--- src/logic/cse_pkg.sv ---
// How it works
// - Any internal character parity failure halts and lights stop and parity.
// - Fetch-phase parity failure lights instruction phase and commits nothing.
// - Source-phase parity failure lights the source-phase indicator.
// - Source-phase error during read-out-and-reset leaves accumulator zero, old value in core.
// - Destination-phase parity failure lights destination phase; accumulation data held in core.
// - Timing out of step halts with clock error, possibly one step late.
// - Clock error clears only by full reset, never by check reset.
// - Disk write-back compare mismatch halts with file-check indicator.
// - Accumulator read-out-and-reset to disk always raises file check.
// - Unwired file panel raises file check on every disk write.
// - Card misfeed at any reader station halts with feed-check indicator.
// - Read or recode error on an input card halts with read check.
// - Read-check stop holds the last three cards in flight unprocessed.
// - Early buffer-track access halts with interlock and device select lit.
// - Check reset during a peripheral interlock abandons the interlocked instruction.
// - Mark-and-stop mode prints delta, lights check, stops at next output transfer.
// - Mark-and-continue prints delta, lights check, keeps printing, no console sign.
// - Plain stop mode prints no delta, lights check, stops at next output transfer.
// - Stopping modes finish the line, halt, light interlock and printer select.
// - Pending skip and multi_line_print orders are kept and run after reset.
// - After a stopping printer error, line-repeat reprints the current line.
package cse_pkg;
    // Instruction phases.
    localparam logic [1:0] PH_FETCH  = 2'h0;
    localparam logic [1:0] PH_SOURCE = 2'h1;
    localparam logic [1:0] PH_DEST   = 2'h2;
    // Select indicator bits.
    localparam int SEL_READER  = 0;
    localparam int SEL_PRINTER = 1;
    localparam int SEL_PUNCH   = 2;
    localparam int SEL_TYPE    = 3;
    localparam int SEL_W       = 4;
    // Printer error mode straps.
    localparam logic [1:0] PM_STOP      = 2'h0;
    localparam logic [1:0] PM_MARK_STOP = 2'h1;
    localparam logic [1:0] PM_MARK_CONT = 2'h2;
    // Reader pipeline depth held on a read check.
    localparam int CARDS_HELD = 3;
    localparam int CARD_W     = 8;
    // Pending printer order queue.
    localparam int ORD_W     = 8;
    localparam int ORD_DEPTH = 8;
    typedef enum {PR_IDLE, PR_PRINT, PR_HALT} cse_prn_type;
endpackage

--- src/logic/cse_mem.sv ---
`timescale 1ns/1ps
`default_nettype none
module cse_mem #(
    parameter int W     = 8,
    parameter int DEPTH = 8,
    parameter int AW    = 3
) (
    input  wire logic          clk,
    input  wire logic          ce,
    input  wire logic          we,
    input  wire logic [AW-1:0] waddr,
    input  wire logic [W-1:0]  wdata,
    input  wire logic [AW-1:0] raddr,
    output logic      [W-1:0]  rdata
);
    logic [W-1:0] mem [DEPTH];
    always_ff @(posedge clk) begin
        if (ce && we) begin
            mem[waddr] <= wdata;
        end
    end
    always_ff @(posedge clk) begin
        if (ce) begin
            rdata <= mem[raddr];
        end
    end
endmodule // cse_mem
`default_nettype wire

--- src/logic/cse_reader_hold.sv ---
`timescale 1ns/1ps
`default_nettype none
module cse_reader_hold #(
    parameter int W = 8
) (
    input  wire logic         clk,
    input  wire logic         sys_rst,
    input  wire logic         ce,
    input  wire logic         card_in,
    input  wire logic [W-1:0] card_id,
    input  wire logic         hold,
    output logic      [W-1:0] held0_q,
    output logic      [W-1:0] held1_q,
    output logic      [W-1:0] held2_q
);
    // Three-deep shift of cards in flight; frozen while the stop holds.
    always_ff @(posedge clk) begin
        if (sys_rst) begin
            held0_q <= '0;
            held1_q <= '0;
            held2_q <= '0;
        end else if (ce && card_in && !hold) begin
            held0_q <= card_id;
            held1_q <= held0_q;
            held2_q <= held1_q;
        end
    end
endmodule // cse_reader_hold
`default_nettype wire

--- src/logic/cse_top.sv ---
`timescale 1ns/1ps
`default_nettype none
module cse_top #(
    parameter int ACC_W = 16
) (
    input  wire logic                    clk,
    input  wire logic                    sys_rst,
    input  wire logic                    ce,
    input  wire logic                    check_reset,
    input  wire logic                    full_reset,
    input  wire logic                    parity_fail,
    input  wire logic [1:0]              phase,
    input  wire logic                    step_end,
    input  wire logic                    timing_fault,
    input  wire logic                    acc_readout_reset,
    input  wire logic                    acc_accumulate,
    input  wire logic [ACC_W-1:0]        acc_value,
    input  wire logic                    disk_write,
    input  wire logic                    disk_compare_ok,
    input  wire logic                    disk_from_acc_ror,
    input  wire logic                    file_panel_wired,
    input  wire logic                    feed_misfeed,
    input  wire logic                    read_error,
    input  wire logic                    card_in,
    input  wire logic [7:0]              card_id,
    input  wire logic                    input_track_access,
    input  wire logic                    feed_busy,
    input  wire logic                    output_track_write,
    input  wire logic [cse_pkg::SEL_W-1:0] output_busy,
    input  wire logic [cse_pkg::SEL_W-1:0] output_dev,
    input  wire logic                    periph_error,
    input  wire logic [1:0]              prn_mode,
    input  wire logic                    prn_error,
    input  wire logic                    prn_line_start,
    input  wire logic                    prn_line_done,
    input  wire logic                    prn_reset_check,
    input  wire logic                    line_repeat,
    input  wire logic                    order_push,
    input  wire logic [7:0]              order_code,
    output logic                         halt_q,
    output logic                         stop_ind_q,
    output logic                         parity_ind_q,
    output logic                         fetch_ind_q,
    output logic                         source_ind_q,
    output logic                         dest_ind_q,
    output logic                         clock_ind_q,
    output logic                         file_ind_q,
    output logic                         feed_ind_q,
    output logic                         read_ind_q,
    output logic                         ilock_ind_q,
    output logic [cse_pkg::SEL_W-1:0]    select_ind_q,
    output logic                         abandon_q,
    output logic                         commit_en_q,
    output logic                         acc_zero_q,
    output logic [ACC_W-1:0]             core_q,
    output logic                         prn_check_ind_q,
    output logic                         delta_mark_q,
    output logic                         prn_reprint_q,
    output logic                         prn_halt_q,
    output logic                         order_valid_q,
    output logic [7:0]                   order_out_q,
    output logic [7:0]                   held0_q,
    output logic [7:0]                   held1_q,
    output logic [7:0]                   held2_q
);
    localparam int AW = $clog2(cse_pkg::ORD_DEPTH);

    logic                       clear_chk;
    logic                       par_evt;
    logic                       file_evt;
    logic                       ilock_evt;
    logic [cse_pkg::SEL_W-1:0]  ilock_sel;
    logic                       prn_stopping;
    logic                       prn_pend_q;
    logic                       clk_pend_q;
    cse_pkg::cse_prn_type       prn_st_q;
    logic [AW-1:0]              wptr_q;
    logic [AW-1:0]              rptr_q;
    logic [AW:0]                cnt_q;
    logic                       rd_pend_q;
    logic [7:0]                 ord_rd;

    function automatic logic [AW-1:0] ptr_inc(input logic [AW-1:0] p);
        ptr_inc = p + 1'b1;
    endfunction

    assign clear_chk    = check_reset || full_reset;
    assign par_evt      = parity_fail;
    // File check on mismatch, invalid accumulator source, or unwired panel.
    // file check cause.
    assign file_evt     = disk_write && (!disk_compare_ok || disk_from_acc_ror || !file_panel_wired);
    // Interlocks on early input or output buffer access.
    // interlock cause detect.
    assign ilock_sel    = ({cse_pkg::SEL_W{output_track_write}} & output_dev & output_busy)
                        | ({{(cse_pkg::SEL_W-1){1'b0}}, input_track_access && feed_busy});
    assign ilock_evt    = |ilock_sel;
    assign prn_stopping = (prn_mode != cse_pkg::PM_MARK_CONT);

    // Parity and phase indicators latch until a check or full reset; stop needs a full reset after a clock error.
    // parity halt latch.
    always_ff @(posedge clk) begin
        if (sys_rst) begin
            parity_ind_q <= 1'b0;
        end else if (ce) begin
            if (par_evt) begin
                parity_ind_q <= 1'b1;
            end else if (clear_chk) begin
                parity_ind_q <= 1'b0;
            end
        end
    end

    always_ff @(posedge clk) begin
        if (sys_rst) begin
            fetch_ind_q  <= 1'b0;
            source_ind_q <= 1'b0;
            dest_ind_q   <= 1'b0;
        end else if (ce) begin
            if (par_evt) begin
                fetch_ind_q  <= fetch_ind_q  || (phase == cse_pkg::PH_FETCH);
                source_ind_q <= source_ind_q || (phase == cse_pkg::PH_SOURCE);
                dest_ind_q   <= dest_ind_q   || (phase == cse_pkg::PH_DEST);
            end else if (clear_chk) begin
                fetch_ind_q  <= 1'b0;
                source_ind_q <= 1'b0;
                dest_ind_q   <= 1'b0;
            end
        end
    end

    // Commit is blocked from any fetch-phase failure onward.
    // no commit on fetch.
    always_ff @(posedge clk) begin
        if (sys_rst) begin
            commit_en_q <= 1'b1;
        end else if (ce) begin
            if (par_evt || halt_q) begin
                commit_en_q <= 1'b0;
            end else if (clear_chk) begin
                commit_en_q <= 1'b1;
            end else begin
                commit_en_q <= 1'b1;
            end
        end
    end

    // Core store keeps the accumulator image; accumulator flag shows zero after read-out.
    // core retention.
    always_ff @(posedge clk) begin
        if (sys_rst) begin
            core_q     <= '0;
            acc_zero_q <= 1'b0;
        end else if (ce && !halt_q) begin
            if (acc_readout_reset || acc_accumulate) begin
                core_q <= acc_value;
            end
            if (acc_readout_reset) begin
                acc_zero_q <= 1'b1;
            end else if (acc_accumulate) begin
                acc_zero_q <= 1'b0;
            end
        end
    end

    // Timing fault is flagged at the end of the step, so possibly one step late.
    // clock error latch.
    always_ff @(posedge clk) begin
        if (sys_rst) begin
            clk_pend_q  <= 1'b0;
            clock_ind_q <= 1'b0;
        end else if (ce) begin
            if (full_reset) begin
                clk_pend_q  <= 1'b0;
                clock_ind_q <= 1'b0;
            end else begin
                if (timing_fault) begin
                    clk_pend_q <= 1'b1;
                end else if (step_end) begin
                    clk_pend_q <= 1'b0;
                end
                if (step_end && (clk_pend_q || timing_fault)) begin
                    clock_ind_q <= 1'b1;
                end
            end
        end
    end

    always_ff @(posedge clk) begin
        if (sys_rst) begin
            file_ind_q <= 1'b0;
        end else if (ce) begin
            if (file_evt) begin
                file_ind_q <= 1'b1;
            end else if (clear_chk) begin
                file_ind_q <= 1'b0;
            end
        end
    end

    always_ff @(posedge clk) begin
        if (sys_rst) begin
            feed_ind_q <= 1'b0;
            read_ind_q <= 1'b0;
        end else if (ce) begin
            if (feed_misfeed) begin
                feed_ind_q <= 1'b1;
            end else if (clear_chk) begin
                feed_ind_q <= 1'b0;
            end
            if (read_error) begin
                read_ind_q <= 1'b1;
            end else if (clear_chk) begin
                read_ind_q <= 1'b0;
            end
        end
    end

    cse_reader_hold #(
        .W       (cse_pkg::CARD_W)
    ) u_hold (
        .clk     (clk),
        .sys_rst (sys_rst),
        .ce      (ce),
        .card_in (card_in),
        .card_id (card_id),
        .hold    (read_ind_q || read_error),
        .held0_q (held0_q),
        .held1_q (held1_q),
        .held2_q (held2_q)
    );

    // Printer error state: stopping modes finish the line, then halt.
    // printer halt.
    always_ff @(posedge clk) begin
        if (sys_rst) begin
            prn_st_q <= cse_pkg::PR_IDLE;
        end else if (ce) begin
            case (prn_st_q)
                cse_pkg::PR_IDLE: begin
                    if (prn_line_start) begin
                        prn_st_q <= cse_pkg::PR_PRINT;
                    end
                end
                cse_pkg::PR_PRINT: begin
                    if (prn_line_done) begin
                        prn_st_q <= (prn_pend_q && prn_stopping) ? cse_pkg::PR_HALT : cse_pkg::PR_IDLE;
                    end
                end
                cse_pkg::PR_HALT: begin
                    if (prn_reset_check || full_reset) begin
                        prn_st_q <= cse_pkg::PR_IDLE;
                    end
                end
                default: prn_st_q <= cse_pkg::PR_IDLE;
            endcase
        end
    end

    always_ff @(posedge clk) begin
        if (sys_rst) begin
            prn_pend_q      <= 1'b0;
            prn_check_ind_q <= 1'b0;
            delta_mark_q    <= 1'b0;
        end else if (ce) begin
            delta_mark_q <= prn_error && (prn_mode != cse_pkg::PM_STOP);
            if (prn_error) begin
                prn_pend_q      <= 1'b1;
                prn_check_ind_q <= 1'b1;
            end else if (prn_reset_check || full_reset) begin
                prn_pend_q      <= 1'b0;
                prn_check_ind_q <= 1'b0;
            end else if (prn_st_q == cse_pkg::PR_IDLE) begin
                prn_pend_q      <= 1'b0;
            end
        end
    end

    always_ff @(posedge clk) begin
        if (sys_rst) begin
            prn_halt_q    <= 1'b0;
            prn_reprint_q <= 1'b0;
        end else if (ce) begin
            prn_halt_q    <= (prn_st_q == cse_pkg::PR_HALT);
            prn_reprint_q <= line_repeat && (prn_st_q == cse_pkg::PR_HALT);
        end
    end

    // Interlock and select lights, including the printer stopping modes at output transfer.
    // interlock latch.
    always_ff @(posedge clk) begin
        if (sys_rst) begin
            ilock_ind_q  <= 1'b0;
            select_ind_q <= '0;
        end else if (ce) begin
            if (ilock_evt || (output_track_write && prn_halt_q)) begin
                ilock_ind_q  <= 1'b1;
                select_ind_q <= select_ind_q | ilock_sel
                              | (prn_halt_q ? 4'h2 : 4'h0);
            end else if (clear_chk) begin
                ilock_ind_q  <= 1'b0;
                select_ind_q <= '0;
            end
        end
    end

    always_ff @(posedge clk) begin
        if (sys_rst) begin
            abandon_q <= 1'b0;
        end else if (ce) begin
            abandon_q <= check_reset && ilock_ind_q && periph_error;
        end
    end

    always_ff @(posedge clk) begin
        if (sys_rst) begin
            halt_q     <= 1'b0;
            stop_ind_q <= 1'b0;
        end else if (ce) begin
            if (par_evt || file_evt || feed_misfeed || read_error || ilock_evt
                || (step_end && (clk_pend_q || timing_fault))
                || (output_track_write && prn_halt_q)) begin
                halt_q     <= 1'b1;
                stop_ind_q <= 1'b1;
            end else if (full_reset || (check_reset && !clock_ind_q)) begin
                halt_q     <= 1'b0;
                stop_ind_q <= 1'b0;
            end
        end
    end

    // Pending skip and multi_line_print orders kept in order.
    // order retention.
    always_ff @(posedge clk) begin
        if (sys_rst) begin
            wptr_q    <= '0;
            rptr_q    <= '0;
            cnt_q     <= '0;
            rd_pend_q <= 1'b0;
        end else if (ce) begin
            logic push;
            logic pop;
            push = order_push && (cnt_q != (AW+1)'(cse_pkg::ORD_DEPTH));
            pop  = (cnt_q != '0) && !prn_pend_q && (prn_st_q == cse_pkg::PR_IDLE) && !rd_pend_q;
            if (push) begin
                wptr_q <= ptr_inc(wptr_q);
            end
            if (pop) begin
                rptr_q <= ptr_inc(rptr_q);
            end
            rd_pend_q <= pop;
            cnt_q     <= cnt_q + (AW+1)'(push) - (AW+1)'(pop);
        end
    end

    cse_mem #(
        .W     (cse_pkg::ORD_W),
        .DEPTH (cse_pkg::ORD_DEPTH),
        .AW    (AW)
    ) u_ord (
        .clk   (clk),
        .ce    (ce),
        .we    (order_push && (cnt_q != (AW+1)'(cse_pkg::ORD_DEPTH))),
        .waddr (wptr_q),
        .wdata (order_code),
        .raddr (rptr_q),
        .rdata (ord_rd)
    );

    always_ff @(posedge clk) begin
        if (sys_rst) begin
            order_valid_q <= 1'b0;
            order_out_q   <= '0;
        end else if (ce) begin
            order_valid_q <= rd_pend_q;
            order_out_q   <= rd_pend_q ? ord_rd : order_out_q;
        end
    end

    a_clock_hold: assert property (@(posedge clk) disable iff (sys_rst)
        (ce && clock_ind_q && !full_reset) |=> clock_ind_q)
        else $error("clock error lost without full reset");

    a_parity_halt: assert property (@(posedge clk) disable iff (sys_rst)
        (ce && parity_fail) |=> (halt_q && parity_ind_q && stop_ind_q))
        else $error("parity did not halt");

    a_fetch_ind: assert property (@(posedge clk) disable iff (sys_rst)
        (ce && parity_fail && phase == cse_pkg::PH_FETCH) |=> (fetch_ind_q && !commit_en_q))
        else $error("fetch phase not shown");

    a_clock_flag: assert property (@(posedge clk) disable iff (sys_rst)
        (ce && !full_reset && timing_fault && step_end) |=> (clock_ind_q && halt_q))
        else $error("clock error not flagged");

    a_file_ror: assert property (@(posedge clk) disable iff (sys_rst)
        (ce && disk_write && disk_from_acc_ror) |=> file_ind_q)
        else $error("file check missed");

    a_cards_held: assert property (@(posedge clk) disable iff (sys_rst)
        (ce && read_ind_q) |=> $stable(held2_q))
        else $error("held card moved");

    // delta mark and check light in continue mode.
    a_mark_cont: assert property (@(posedge clk) disable iff (sys_rst)
        (ce && prn_error && prn_mode == cse_pkg::PM_MARK_CONT) |=> (delta_mark_q && prn_check_ind_q))
        else $error("mark continue wrong");

    a_stop_nodelta: assert property (@(posedge clk) disable iff (sys_rst)
        (ce && prn_error && prn_mode == cse_pkg::PM_STOP) |=> !delta_mark_q)
        else $error("delta in stop mode");

    a_file_latch: assert property (@(posedge clk) disable iff (sys_rst)
        (ce && file_ind_q && !check_reset && !full_reset) |=> file_ind_q)
        else $error("file check dropped");
endmodule // cse_top
`default_nettype wire

--- config.mk ---
export PLATFORM = sky130hd
export DESIGN_NAME = cse_top
export DESIGN_NICKNAME = d
export VERILOG_FILES = /design/src/logic/cse_pkg.sv /design/src/logic/cse_mem.sv /design/src/logic/cse_reader_hold.sv /design/src/logic/cse_top.sv
export SDC_FILE = /design/constraint.sdc
export NUM_CORES = 1
export LEC_CHECK = 0
export BUFFER_PORTS_ARGS = -buffer_cell sky130_fd_sc_hd__buf_2
export CAP_MARGIN = 10
export CORE_ASPECT_RATIO = 0.8
export CORE_MARGIN = 2
export CORE_UTILIZATION = 57
export DETAILED_ROUTE_END_ITERATION = 10
export PLACE_DENSITY = 0.84
export SLEW_MARGIN = 0
export SYNTH_ARGS = -nofsm -noshare
export SYNTH_HDL_FRONTEND = slang
export SYNTH_SLANG_ARGS = --single-unit
--- constraint.sdc ---
create_clock -name clk -period 4.7 [get_ports clk]
set_input_delay 0.94 -clock clk [delete_from_list [all_inputs] [get_ports clk]]
set_output_delay 0.94 -clock clk [all_outputs]
set_load 0.02 [all_outputs]
==> impl_metrics.env <==
export IMPL_run_status="complete, no violations"
export IMPL_first_pass_grt_wire_length_mm=21.3
export IMPL_syn_area_per_cell_um2=11.9
export IMPL_initial_utilization_pct=59.1
export IMPL_worst_clock_skew_ns=0.00714
export IMPL_vias=4434
export IMPL_clock_sink_count=157
export IMPL_post_route_worst_setup_slack_ns=2.01
export IMPL_placer_congestion_estimate=0.845
export IMPL_cts_htree_levels=4
export IMPL_postCtsSetupRepairBufs=0
export IMPL_worstSetupStartpointType="primary input"
export IMPL_track_usage_pct=24.5
export IMPL_synthesis_area_um2=6100
export IMPL_tightestPinTransition_ns=1.12
export IMPL_ys_seq_area_share_pct=63.4
export IMPL_floorplan_io_pins=142
export IMPL_ys_async_rst_share_pct=0
export IMPL_finalSetupTns_ns=0
export IMPL_synth_edf_count=72
export IMPL_ant_nets=0
export IMPL_cts_tree="built"
export IMPL_antenna_found_initial=0
export IMPL_period_share_pct=57.3
export IMPL_cp_arrival_ns=3.03
export IMPL_end_kind="flip-flop"
export IMPL_crit_path_time_final_ns=2.69
export IMPL_drt_first_pass_iters=7
export IMPL_cts_made_buffers=17
export IMPL_pin_count_of_the_biggest_net_entering_global_routing=54
export IMPL_peakVddDrop_uv=283
export IMPL_avgRoutedWirePerCell_um=17.2
export IMPL_nets=729
export IMPL_die_height_um=96.5
export IMPL_path_class="primary input to flip-flop"
export IMPL_clk_latency_ns=0.41
export IMPL_coreArea_um2=10300
export IMPL_fin_hold_viols=0
export IMPL_syn2layout_area_growth_pct=22.7
export IMPL_post_synth_inst_count=514
export IMPL_synth_ff_latch_count=157
export IMPL_max_cap_viol_count=0
export IMPL_worst_slew_margin_rel_pct=25.1
export IMPL_setup_viol=0
export IMPL_finalNonFillerCells=803
export IMPL_layout_core_utilization_pct=72.5
export IMPL_grt_overflow=0
export IMPL_fraction_of_final_layout_cells_with_drive_strength_greater_than_1_pct=29.7
export IMPL_timing_final_max_slew_violations=0
export IMPL_first_iter_violations=337
export IMPL_first_global_vias=4200
export IMPL_synthesis_nets=593
export IMPL_width_of_the_die_um=120
export IMPL_timing_fmax_mhz=371
export IMPL_fp_row_count=33
export IMPL_pre_cts_worst_setup_slack_ns=1.61
export IMPL_rsz0062_at_grt="false"
export IMPL_synth_cell_type_count=50
export IMPL_dp_hpwl_mm=9.15
export IMPL_cts_root_to_sink_buffers=2
export IMPL_worst_ep_required_time_ns=5.03
export IMPL_drt_wl_total_mm=13.8
export IMPL_p_per_area_nw_per_um2=464
export IMPL_clockRootBuffer="clkbuf_16"
export IMPL_maximum_fanout_encountered_on_the_critical_timing_path=27
export IMPL_cts_hold_repair_buffers=0
export IMPL_port_buffers=141
export IMPL_hp_class="flip-flop to flip-flop"
export IMPL_routed_via_density=5.52
export IMPL_placed_cells_incl_taps=771
export IMPL_synth_warning_count=0
export IMPL_postCtsResizedCells=0
export IMPL_antenna_cells_inserted=0
export IMPL_synth_flop_cell="dfxtp_1"
export IMPL_leakagePower_nw=2.97
export IMPL_drt_drc_violations_left=0
export IMPL_fp_dieArea_um2=11500
export IMPL_clk_slew_on_worst_s_h_paths_ns=0.06
-- layout by cell type, fill, tap and decap left out, types with 3 or more instances in the layout --
cell         n
clkbuf_16   21
nor2_1      31
xor2_1       4
dfxtp_1     85
o21a_1       3
buf_2      141
mux4_2       9
mux2_2       8
nand3_1     12
o211ai_1     3
inv_1       11
a21oi_1     67
nor2b_1      3
ha_1         7
a31oi_1      3
a22oi_1      3
mux4_1       7
buf_4        4
nor3_1       5
edfxtp_1    72
nand4_1      3
nand2b_1     4
o21ai_0      5
nand2_1    105
mux2i_1      7
-- kinds of logic after synthesis --
| group | synth area share, % |
|---|---|
| AND/OR/NAND/NOR | 12.2 |
| flip-flops | 63.4 |
| AO/OA/AOI/OAI | 9.54 |
| buffers and inverters | 3.26 |
| multiplexers | 8.97 |
| adder cells (fa/ha/maj) | 1.77 |
| XOR/XNOR | 0.862 |
-- final cells by class --
| type | instances | area [um^2] |
|---|---|---|
| clock buffer | 26 | 566 |
| clock inverter | 6 | 63.8 |
| fill | 702 | 2840 |
| inverter | 12 | 45.0 |
| multi-input combinational | 317 | 2030 |
| sequential | 157 | 3860 |
| tap | 140 | 175 |
| timing repair buffer | 145 | 736 |
-- registers in the layout (all words and copies together), names as in the netlist, 2 cells and up --
name,cells
cnt_q,4
u_hold.held2_q,8
core_q,16
rptr_q,3
u_ord.mem,64
wptr_q,3
u_ord.rdata,8
u_hold.held1_q,8
order_out_q,8
u_hold.held0_q,8
select_ind_q,4
prn_st_q,2
-- routing by layer --
layer | share of wire, % | global-route usage (%) | vias up
met1 | 42 | 31.6 | 2121
met5 | 0 | 0 | -
met2 | 51 | 41.2 | 168
met4 | 1.4 | 9.61 | 0
li1 | - | - | 2123
met3 | 6.1 | 5.28 | 22
-- through the flow --
step                hold slack [ns]  area [um^2]  total power [mW]
finish                        0.448         7480              3.47
CTS                           0.452         7480              3.49
floorplan                     0.455         6100              1.94
global placement              0.440         6850              2.05
global route                  0.473         7480              3.60
detailed placement            0.444         6850              2.08
-- where the power goes --
| group | switching [mW] | leakage [nW] | internal, mW |
|---|---|---|---|
| Sequential | 0.0785 | 1.35 | 1.51 |
| Clock | 0.517 | 0.311 | 0.889 |
| Combinational | 0.251 | 1.31 | 0.229 |
| Total | 0.847 | 2.97 | 2.62 |
-- critical path, stage by stage --
cell     delay, ns
buf_2         0.44
inv_2         0.29
nor4b_4       1.03
nand2_1       0.16
a21oi_1       0.16
-- path summary, 6_finish.rpt --
check	slack [ns]	end	start	cells after the start
worst max register to register	2.13	cnt_q[2]	cnt_q[2]	12
worst min-delay path	0.45	order_out_q[4]	order_out_q[4]	2
worst min register to register	0.45	order_out_q[4]	order_out_q[4]	2
worst max-delay path	2.01	u_hold.held2_q[2]	ce	5
-- synth_stat cells, types with 2 or more instances --
| master | number | area, um^2 |
|---|---|---|
| nand2_1 | 105 | 394 |
| dfxtp_1 | 85 | 1700 |
| edfxtp_1 | 72 | 2160 |
| a21oi_1 | 67 | 335 |
| nor2_1 | 31 | 116 |
| clkbuf_1 | 13 | 48.8 |
| nand3_1 | 12 | 60.1 |
| inv_1 | 11 | 41.3 |
| mux4_2 | 9 | 203 |
| mux2_2 | 8 | 90.1 |
| ha_1 | 7 | 87.6 |
| mux2i_1 | 7 | 70.1 |
| mux4_1 | 7 | 184 |
| buf_2 | 6 | 30.0 |
| nor3_1 | 5 | 25.0 |
| o21ai_0 | 5 | 25.0 |
| buf_6 | 4 | 45.0 |
| nand2b_1 | 4 | 25.0 |
| xor2_1 | 4 | 35.0 |
| a22oi_1 | 3 | 22.5 |
| a31oi_1 | 3 | 18.8 |
| buf_4 | 3 | 22.5 |
| nand4_1 | 3 | 18.8 |
| nor2b_1 | 3 | 18.8 |
| o211ai_1 | 3 | 22.5 |
| o21a_1 | 3 | 22.5 |
| a211oi_1 | 2 | 15.0 |
| a221o_1 | 2 | 20.0 |
| a41oi_1 | 2 | 17.5 |
| and3_1 | 2 | 12.5 |
| buf_1 | 2 | 7.51 |
| or3b_2 | 2 | 17.5 |
| xnor2_1 | 2 | 17.5 |
No activity file was read; power rests on OpenSTA's default activity.
